`src/logic/nrc_pkg.sv`:
```
package nrc_pkg;
  // command codes
  localparam logic [7:0] CMD_READ_SETUP = 8'h00;
  localparam logic [7:0] CMD_READ_CONFIRM = 8'h30;
  localparam logic [7:0] CMD_COPYBACK_READ = 8'h35;
  localparam logic [7:0] CMD_COPYBACK_PROG = 8'h85;
  localparam logic [7:0] CMD_PROG_CONFIRM = 8'h10;
  localparam logic [7:0] CMD_RANDOM_OUT = 8'h05;
  localparam logic [7:0] CMD_RANDOM_OUT_CONFIRM = 8'hE0;
  localparam logic [7:0] CMD_IDENT = 8'h90;
  localparam logic [7:0] CMD_STATUS = 8'h70;
  localparam logic [7:0] CMD_PARAM_PAGE = 8'hEC;
  localparam logic [7:0] ID_ADDR_DEVICE = 8'h00;
  localparam logic [7:0] ID_ADDR_STANDARD = 8'h20;
  localparam int unsigned ID_DEVICE_BYTES = 5;
  localparam int unsigned ID_STANDARD_BYTES = 4;
  // address layout
  localparam int unsigned COL_W = 12;
  localparam int unsigned ROW_W = 16;
  localparam int unsigned COL_HI_W = 4;
  // host op codes
  localparam logic [2:0] OP_PAGE_READ = 3'h0;
  localparam logic [2:0] OP_RANDOM_OUT = 3'h1;
  localparam logic [2:0] OP_IDENT = 3'h2;
  localparam logic [2:0] OP_PARAM = 3'h3;
  localparam logic [2:0] OP_COPYBACK_READ = 3'h4;
  localparam logic [2:0] OP_FIRST_READ = 3'h5;
  localparam logic [2:0] OP_COPYBACK_PROG = 3'h6;
  localparam logic [2:0] OP_READ_BYTES = 3'h7;
  // strobe timing: each strobe phase in ns and in core cycles (250 MHz)
  localparam int unsigned CLK_PERIOD_NS = 4;
  localparam int unsigned STROBE_LOW_NS = 20;
  localparam int unsigned STROBE_HIGH_NS = 20;
  localparam int unsigned LOW_CYC =
    (STROBE_LOW_NS + CLK_PERIOD_NS - 1) / CLK_PERIOD_NS;
  localparam int unsigned HIGH_CYC =
    (STROBE_HIGH_NS + CLK_PERIOD_NS - 1) / CLK_PERIOD_NS;
  localparam logic [3:0] LOW_CNT = 4'(LOW_CYC);
  localparam logic [3:0] HIGH_CNT = 4'(HIGH_CYC);
  // bus sample delay after read strobe fall, ns and cycles
  localparam int unsigned READ_ACCESS_NS = 16;
  localparam logic [3:0] READ_ACCESS_CNT =
    4'((READ_ACCESS_NS + CLK_PERIOD_NS - 1) / CLK_PERIOD_NS);
  // wait before ready_busy_n is trusted after confirm or the parameter page address
  localparam int unsigned BUSY_SETTLE_NS = 100;
  localparam logic [5:0] BUSY_SETTLE_CNT =
    6'((BUSY_SETTLE_NS + CLK_PERIOD_NS - 1) / CLK_PERIOD_NS);
endpackage

```
`src/logic/nrc_cycle_if.sv`:
```
`timescale 1ns/10ps
interface nrc_cycle_if;
  logic start;
  logic is_read;
  logic cmd_latch;
  logic addr_latch;
  logic [7:0] wdata;
  logic done;
  logic [7:0] rdata;
  modport seq (
    output start,
    output is_read,
    output cmd_latch,
    output addr_latch,
    output wdata,
    input done,
    input rdata
  );
  modport phy (
    input start,
    input is_read,
    input cmd_latch,
    input addr_latch,
    input wdata,
    output done,
    output rdata
  );
endinterface

```
`src/logic/nrc_host.sv`:
```
`timescale 1ns/10ps
module nrc_host (
  input wire logic core_clk,
  input wire logic sys_rst,
  input wire logic req_valid,
  output logic req_ready,
  input wire logic [2:0] req_op,
  input wire logic [11:0] req_column,
  input wire logic [15:0] req_row,
  input wire logic req_id_standard,
  input wire logic req_allow_write,
  output logic [7:0] rd_data,
  output logic rd_valid,
  output logic op_done,
  output logic [7:0] io_out,
  output logic io_oe_n,
  input wire logic [7:0] io_in,
  output logic chip_select_n,
  output logic write_strobe_n,
  output logic read_strobe_n,
  output logic command_latch_strobe,
  output logic address_latch_strobe,
  output logic write_guard_n,
  input wire logic ready_busy_n,
  output logic ready_busy_n_oe_n
);
  typedef enum logic [3:0] {
    S_IDLE = 4'b0000,
    S_CMD1 = 4'b0001,
    S_ADDR = 4'b0010,
    S_CMD2 = 4'b0011,
    S_SETTLE = 4'b0100,
    S_WAIT_RDY = 4'b0101,
    S_READ = 4'b0110,
    S_DONE = 4'b0111
  } nrc_st_e;
  nrc_st_e st;
  nrc_cycle_if cyc ();
  logic [2:0] op;
  logic [11:0] column;
  logic [15:0] row;
  logic id_std;
  logic allow_write;
  logic [2:0] addr_idx;
  logic [5:0] settle;
  logic issued;
  logic [11:0] bytes_left;
  logic [2:0] rb_sync;
  logic rb_level;
  logic [11:0] remaining;
  // ready_busy_n from a pin: three flops, second and third agree
  always_ff @(posedge core_clk or posedge sys_rst) begin
    if (sys_rst) begin
      rb_sync <= 3'h0;
      rb_level <= 1'b0;
    end else begin
      rb_sync <= {rb_sync[1:0], ready_busy_n};
      if (rb_sync[1] == rb_sync[2]) begin
        rb_level <= rb_sync[2];
      end
    end
  end
  // op decode
  wire op_page = (op == nrc_pkg::OP_PAGE_READ);
  wire op_first = (op == nrc_pkg::OP_FIRST_READ);
  wire op_rand = (op == nrc_pkg::OP_RANDOM_OUT);
  wire op_id = (op == nrc_pkg::OP_IDENT);
  wire op_param = (op == nrc_pkg::OP_PARAM);
  wire op_cbr = (op == nrc_pkg::OP_COPYBACK_READ);
  wire op_cbp = (op == nrc_pkg::OP_COPYBACK_PROG);
  wire op_bytes = (op == nrc_pkg::OP_READ_BYTES);
  // only defined codes are ever chosen
  wire [7:0] first_cmd =
    op_rand ? nrc_pkg::CMD_RANDOM_OUT :
    op_id ? nrc_pkg::CMD_IDENT :
    op_param ? nrc_pkg::CMD_PARAM_PAGE :
    op_cbp ? nrc_pkg::CMD_COPYBACK_PROG :
    nrc_pkg::CMD_READ_SETUP;
  wire [7:0] second_cmd =
    op_rand ? nrc_pkg::CMD_RANDOM_OUT_CONFIRM :
    op_cbr ? nrc_pkg::CMD_COPYBACK_READ :
    op_cbp ? nrc_pkg::CMD_PROG_CONFIRM :
    nrc_pkg::CMD_READ_CONFIRM;
  wire has_cmd1 = !op_first && !op_bytes;
  wire has_cmd2 = op_page || op_first || op_rand || op_cbr || op_cbp;
  wire [2:0] addr_count =
    (op_id || op_param) ? 3'h1 :
    op_rand ? 3'h2 :
    op_bytes ? 3'h0 : 3'h4;
  wire [7:0] id_addr =
    id_std ? nrc_pkg::ID_ADDR_STANDARD :
    nrc_pkg::ID_ADDR_DEVICE;
  wire [7:0] col_hi = {4'h0, column[11:8]};
  wire [7:0] addr_byte =
    (op_id || op_param) ? id_addr :
    (addr_idx == 3'h0) ? column[7:0] :
    (addr_idx == 3'h1) ? col_hi :
    (addr_idx == 3'h2) ? row[7:0] :
    row[15:8];
  // page read, first read, copyback read, parameter page and copyback program raise busy
  wire needs_wait = op_page || op_first || op_cbr || op_param || op_cbp;
  wire streams = (op_id || op_param || op_rand || op_page || op_first ||
    op_bytes) && (bytes_left != 12'h000);
  wire cyc_done = cyc.done;
  always_ff @(posedge core_clk or posedge sys_rst) begin
    if (sys_rst) begin
      st <= S_IDLE;
      op <= 3'h0;
      column <= 12'h000;
      row <= 16'h0000;
      id_std <= 1'b0;
      allow_write <= 1'b0;
      bytes_left <= 12'h000;
    end else begin
      unique case (st)
        S_IDLE: begin
          if (req_valid) begin
            op <= req_op;
            column <= req_column;
            row <= req_row;
            id_std <= req_id_standard;
            allow_write <= req_allow_write;
            bytes_left <= req_column;
            st <= S_CMD1;
          end
        end
        S_CMD1: begin
          if (!has_cmd1 || cyc_done) begin
            st <= (addr_count == 3'h0) ? S_READ : S_ADDR;
          end
        end
        S_ADDR: begin
          if (cyc_done && addr_idx == addr_count - 3'h1) begin
            st <= has_cmd2 ? S_CMD2 : (needs_wait ? S_SETTLE : S_READ);
          end
        end
        S_CMD2: begin
          if (cyc_done) begin
            st <= needs_wait ? S_SETTLE : S_READ;
          end
        end
        S_SETTLE: begin
          if (settle == nrc_pkg::BUSY_SETTLE_CNT) begin
            st <= S_WAIT_RDY;
          end
        end
        S_WAIT_RDY: begin
          if (rb_level) begin
            st <= S_READ;
          end
        end
        S_READ: begin
          if (!streams || (cyc_done && remaining == 12'h001)) begin
            st <= S_DONE;
          end
        end
        S_DONE: st <= S_IDLE;
        default: st <= S_IDLE;
      endcase
    end
  end
  // address index, settle timer, cycle launch, byte count
  always_ff @(posedge core_clk or posedge sys_rst) begin
    if (sys_rst) begin
      addr_idx <= 3'h0;
      settle <= 6'h00;
      issued <= 1'b0;
      remaining <= 12'h000;
    end else begin
      if (st != S_ADDR) begin
        addr_idx <= 3'h0;
      end else if (cyc_done) begin
        addr_idx <= addr_idx + 3'h1;
      end
      settle <= (st == S_SETTLE) ? settle + 6'h01 : 6'h00;
      if (cyc_done || st == S_IDLE) begin
        issued <= 1'b0;
      end else if (cyc.start) begin
        issued <= 1'b1;
      end
      if (st != S_READ) begin
        remaining <= bytes_left;
      end else if (cyc_done) begin
        remaining <= remaining - 12'h001;
      end
    end
  end
  wire want_cycle = (st == S_CMD1 && has_cmd1) || (st == S_ADDR) ||
    (st == S_CMD2) || (st == S_READ && streams);
  assign cyc.start = want_cycle && !issued && !cyc_done;
  assign cyc.is_read = (st == S_READ);
  assign cyc.cmd_latch = (st == S_CMD1) || (st == S_CMD2);
  assign cyc.addr_latch = (st == S_ADDR);
  assign cyc.wdata = (st == S_CMD1) ? first_cmd :
    (st == S_CMD2) ? second_cmd : addr_byte;
  // read data and status outputs
  always_ff @(posedge core_clk or posedge sys_rst) begin
    if (sys_rst) begin
      rd_data <= 8'h00;
      rd_valid <= 1'b0;
      op_done <= 1'b0;
      chip_select_n <= 1'b1;
      write_guard_n <= 1'b0;
    end else begin
      rd_valid <= (st == S_READ) && cyc_done;
      if ((st == S_READ) && cyc_done) begin
        rd_data <= cyc.rdata;
      end
      op_done <= (st == S_DONE);
      chip_select_n <= (st == S_IDLE);
      write_guard_n <= (st != S_IDLE) && op_cbp && allow_write;
    end
  end
  assign req_ready = (st == S_IDLE);
  // the host never drives the open-drain busy line
  assign ready_busy_n_oe_n = 1'b1;
  nrc_strobe u_strobe (
    .core_clk(core_clk),
    .sys_rst(sys_rst),
    .cyc(cyc.phy),
    .io_in(io_in),
    .io_out(io_out),
    .io_oe_n(io_oe_n),
    .write_strobe_n(write_strobe_n),
    .read_strobe_n(read_strobe_n),
    .command_latch_strobe(command_latch_strobe),
    .address_latch_strobe(address_latch_strobe)
  );
endmodule // nrc_host

```
`src/logic/nrc_strobe.sv`:
```
`timescale 1ns/10ps
// one bus cycle: write strobe (command/address) or read strobe
module nrc_strobe (
  input wire logic core_clk,
  input wire logic sys_rst,
  nrc_cycle_if.phy cyc,
  input wire logic [7:0] io_in,
  output logic [7:0] io_out,
  output logic io_oe_n,
  output logic write_strobe_n,
  output logic read_strobe_n,
  output logic command_latch_strobe,
  output logic address_latch_strobe
);
  typedef enum logic [1:0] {
    ST_IDLE = 2'b00,
    ST_LOW = 2'b01,
    ST_HIGH = 2'b10
  } nrc_ph_e;
  nrc_ph_e ph;
  logic [3:0] cnt;
  logic rd;
  logic [7:0] rdata;
  logic done;
  wire low_end = (ph == ST_LOW) && (cnt == nrc_pkg::LOW_CNT - 4'h1);
  wire high_end = (ph == ST_HIGH) && (cnt == nrc_pkg::HIGH_CNT - 4'h1);
  wire sample = (ph == ST_LOW) && rd &&
    (cnt == nrc_pkg::READ_ACCESS_CNT);
  always_ff @(posedge core_clk or posedge sys_rst) begin
    if (sys_rst) begin
      ph <= ST_IDLE;
      cnt <= 4'h0;
      rd <= 1'b0;
      rdata <= 8'h00;
      done <= 1'b0;
      io_out <= 8'h00;
      io_oe_n <= 1'b1;
      write_strobe_n <= 1'b1;
      read_strobe_n <= 1'b1;
      command_latch_strobe <= 1'b0;
      address_latch_strobe <= 1'b0;
    end else begin
      done <= high_end;
      if (sample) begin
        rdata <= io_in;
      end
      unique case (ph)
        ST_IDLE: begin
          cnt <= 4'h0;
          if (cyc.start) begin
            ph <= ST_LOW;
            rd <= cyc.is_read;
            io_out <= cyc.wdata;
            io_oe_n <= cyc.is_read;
            // strobes from flops: no decode glitch on the pins
            write_strobe_n <= cyc.is_read;
            read_strobe_n <= !cyc.is_read;
            command_latch_strobe <= cyc.cmd_latch;
            address_latch_strobe <= cyc.addr_latch;
          end
        end
        ST_LOW: begin
          cnt <= low_end ? 4'h0 : cnt + 4'h1;
          if (low_end) begin
            ph <= ST_HIGH;
            // latch happens on this rising write strobe
            write_strobe_n <= 1'b1;
            read_strobe_n <= 1'b1;
          end
        end
        ST_HIGH: begin
          cnt <= cnt + 4'h1;
          if (high_end) begin
            ph <= ST_IDLE;
            io_oe_n <= 1'b1;
            command_latch_strobe <= 1'b0;
            address_latch_strobe <= 1'b0;
          end
        end
        default: begin
          ph <= ST_IDLE;
          write_strobe_n <= 1'b1;
          read_strobe_n <= 1'b1;
        end
      endcase
    end
  end
  assign cyc.done = done;
  assign cyc.rdata = rdata;
endmodule // nrc_strobe

```
`config.mk`:
```
export PLATFORM = sky130hd
export DESIGN_NAME = nrc_host
export DESIGN_NICKNAME = d
export VERILOG_FILES = /design/src/logic/nrc_pkg.sv /design/src/logic/nrc_cycle_if.sv /design/src/logic/nrc_host.sv /design/src/logic/nrc_strobe.sv
export SDC_FILE = /design/constraint.sdc
export NUM_CORES = 1
export LEC_CHECK = 0
export ABC_CLOCK_PERIOD_IN_PS = 3900
export BUFFER_PORTS_ARGS = -buffer_cell sky130_fd_sc_hd__buf_2
export CAP_MARGIN = 10
export CORE_MARGIN = 2
export CORE_UTILIZATION = 50
export DETAILED_ROUTE_END_ITERATION = 8
export HOLD_SLACK_MARGIN = 0.08
export PLACE_DENSITY = 0.67
export SLEW_MARGIN = 10
export SYNTH_ARGS = -nofsm -noshare
export SYNTH_HDL_FRONTEND = slang
export SYNTH_SLANG_ARGS = --single-unit
```
`constraint.sdc`:
```
create_clock -name core_clk -period 3.9 [get_ports core_clk]
set_input_delay 0.39 -clock core_clk [delete_from_list [all_inputs] [get_ports core_clk]]
set_output_delay 0.39 -clock core_clk [all_outputs]
set_load 0.005 [all_outputs]
```
==> out/results.tsv <==
stage	metric	value	unit
status	status	completed	
routing	drt-vias-per-instance	5.51	
global_route	grt-ovfl-total	0	
setup_path	crit_path_end_kind	flip-flop	
setup_path	crit_path_cell_trace	and3b_1, and2_1, a2bb2oi_1, nor3_1, mux2_2, a22o_1	
routing	wl	10600	um
floorplan	pin_count	72	
timing	hold_slack	0.134	ns
cts	clockBufferDepth	2	
setup_path	timing.rr.start	st[1]	
logic_synthesis	async_flop_share	100	%
worst_hold_path	hp-class	primary input to flip-flop	
global_route	antenna_found_initial	0	
final_layout	mostFrequentLayoutCell	dfrtp_1	
cts	cts_buffers	9	
timing	setup_tns	0	ns
logic_synthesis	avgSynthCellArea	10.6	sq um
pwr	power_density	679	mW/mm^2
pwr	power.share.switching	36.7	%
pwr	clockPowerShare	18.4	%
routing	drtIter0Drc	198	
pwr	p_total	3.90	mW
routing	final_antenna_net_count	0	
routing	drc	0	
final_layout	most-common-layout-cells	dfrtp_1, buf_2, mux2_2	
cts	cts_tree	built	
timing	setup_violations	0	
cts	cts.sinks	103	
logic_synthesis	ys_seq_elements	103	
logic_synthesis	synthesis.area	0.00508	sq mm
timing	slew-limit-headroom	31.3	%
floorplan	rows	36	
final_layout	nFillCells	886	
cts	ctsHtreeMaxLevel	3	
routing	dr.pass1.iters	4	
global_route	grt_pass1_vias	3695	
logic_synthesis	ys.flop_type	dfrtp_1	
setup_path	reg2reg_depth	6	
logic_synthesis	synthCells	481	
final_layout	drive_above_1_share	28.8	%
timing	final.min_clock_period	2.76	ns
global_route	grt_pass1_wl	17800	um
setup_path	slowest_stage	dfrtp_1	
logic_synthesis	synth_warnings	0	
final_layout	num_antenna_cells	0	
cts	clk_pin_slew	0.09	ns
worst_hold_path	worstHoldStart	ready_busy_n	
timing	fin_skew	0.0149	ns
cts	cts.repair.resized	0	
pwr	p_int	2.47	mW
setup_path	cpPeakStageDelay	0.82	ns
setup_path	reg2reg_slack	1.14	ns
pwr	p_switching	1.43	mW
logic_synthesis	yosysSeqAreaShare	50.8	%
setup_path	startpoint	st[1]	
worst_hold_path	whs_endpoint	rb_sync[0]	
pwr	seqPwrFrac	46.3	%
floorplan	dieWidth	105	um
setup_path	regToRegEndpoint	u_strobe.command_latch_strobe	
setup_path	required	4.15	ns
pwr	p_leak	2.66	nW
routing	vias	3741	
logic_synthesis	syn_nets	541	
placed_design	gp_congestion	0.824	
global_route	grt.total_usage	20.1	%
logic_synthesis	synth_top_area_share	48.8	%
pwr	vdd_drop_max	299	uV
timing	slew_viol_final	0	
logic_synthesis	synth_cell_type_count	58	
final_layout	synthToLayoutAreaGrowth	13.0	%
logic_synthesis	synthTopCellsByArea	dfrtp_1, mux2_2, ha_1	
timing	period_share	70.9	%
logic_synthesis	synth_largest_area_cell	dfrtp_1	
cts	ctsHoldBuffers	0	
setup_path	critPathKind	flip-flop to flip-flop	
final_layout	finish.utilization	58.4	%
cts	cts-root-buf	clkbuf_8	
setup_path	path_max_fanout	26	
logic_synthesis	synth-edff-count	0	
setup_path	worstPathArrival	3.01	ns
setup_path	start_kind	flip-flop	
floorplan	dieArea	0.0110	sq mm
floorplan	core	0.00982	sq mm
pwr	p_comb_share	35.3	%
floorplan	start_util	51.7	%
flow_run	maxCapViolations	0	
placed_design	placed_cell_area	0.00552	sq mm
placed_design	port_buffers	70	
timing	worst_pin_slew	1.03	ns
timing	fmax	362	MHz
global_route	grt_max_degree	85	
final_layout	final_cell_area	0.00574	sq mm
placed_design	hpwl	7570	um
timing	rsz0062_at_grt	false	
cts	post_cts_buffers	0	
floorplan	die_h	105	um
timing	finalHoldViolations	0	
worst_hold_path	holdPathStages	1	
cts	clkLatencyLatePin	0.36	ns
routing	wire_per_inst	15.6	um
final_layout	fin_nets	601	
-- how the worst max path moves through the flow --
stage,endpoint
floorplan,addr_idx[0]
CTS,u_strobe.command_latch_strobe
detailed placement,u_strobe.command_latch_strobe
finish,u_strobe.command_latch_strobe
global route,u_strobe.command_latch_strobe
global placement,u_strobe.address_latch_strobe
-- per-stage QoR --
step / setup slack (ns) / std cells
floorplan: 0.813 / 481
global placement: 1.34 / 663
detailed placement: 1.21 / 663
CTS: 1.17 / 679
global route: 0.964 / 679
finish: 1.14 / 679
-- worst max-delay path, delay by kind of cell, from the launching register on --
kind	cells	cell delay (ns)
and+or+nand+nor	3	1.18
DFF	1	0.82
muxes	1	0.39
AOI/OAI and AO/OA	2	0.28
-- layer usage --
metal | wire length, um | GRT usage, % | vias to the layer above
met1 | 5070 | 27.9 | 1828
met5 | 0 | 0 | -
li1 | - | - | 1809
met4 | 136 | 6.29 | 0
met3 | 423 | 4.24 | 13
met2 | 4950 | 31.6 | 91
-- kinds of logic (layout without fill, tap and decap cells) --
| kind of cell | count (synthesis) | in the layout | synth area share [%] |
|---|---|---|---|
| and+or+nand+nor | 139 | 139 | 13.5 |
| DFF | 103 | 103 | 50.9 |
| AOI/OAI and AO/OA | 102 | 102 | 12.3 |
| muxes | 59 | 59 | 13.1 |
| buffers and inverters | 44 | 109 | 3.38 |
| xor gates and xnor gates | 17 | 17 | 2.93 |
| adders and majority gates | 16 | 16 | 3.89 |
| other | 1 | 1 | 0.0738 |
-- registers in the layout, summed over array words and instances (netlist names), 3 cells and up --
register and count:
addr_idx 3, u_strobe.cnt 4, remaining 12, st 3
row 16, rb_sync 3, settle 6, u_strobe.cyc.rdata 8
rd_data 8, op 3, u_strobe.io_out 8, bytes_left 12
-- synth_stat cells, types with 10 or more instances --
cell	n
ha_1	15
inv_1	20
clkbuf_1	17
nor2_1	34
o21ai_0	34
dfrtp_1	99
nand2_1	41
xnor2_1	10
mux2_2	54
a21oi_1	30
nand3_1	10
-- power groups by stage --
stage / sequential, mW / clock, mW / combinational [mW]
after detailed placement: 1.82 / 0 / 1.37
final: 1.80 / 0.717 / 1.37
after global routing: 1.87 / 0.775 / 1.55
after global placement: 1.81 / 0 / 1.32
after CTS: 1.80 / 0.735 / 1.38
after floorplan: 1.65 / 0 / 1.13
-- area by class of cell --
class | instances | area [sq um] | share of cell area (%)
clock buffers | 11 | 131 | 2.29
clock inverters | 5 | 82.6 | 1.44
inverters | 20 | 77.6 | 1.35
multi-input cells | 334 | 2320 | 40.5
flip-flops and latches | 103 | 2580 | 45.0
well taps | 133 | 166 | 2.90
repair buffers | 73 | 373 | 6.50
(Power assumes the default switching activity.)
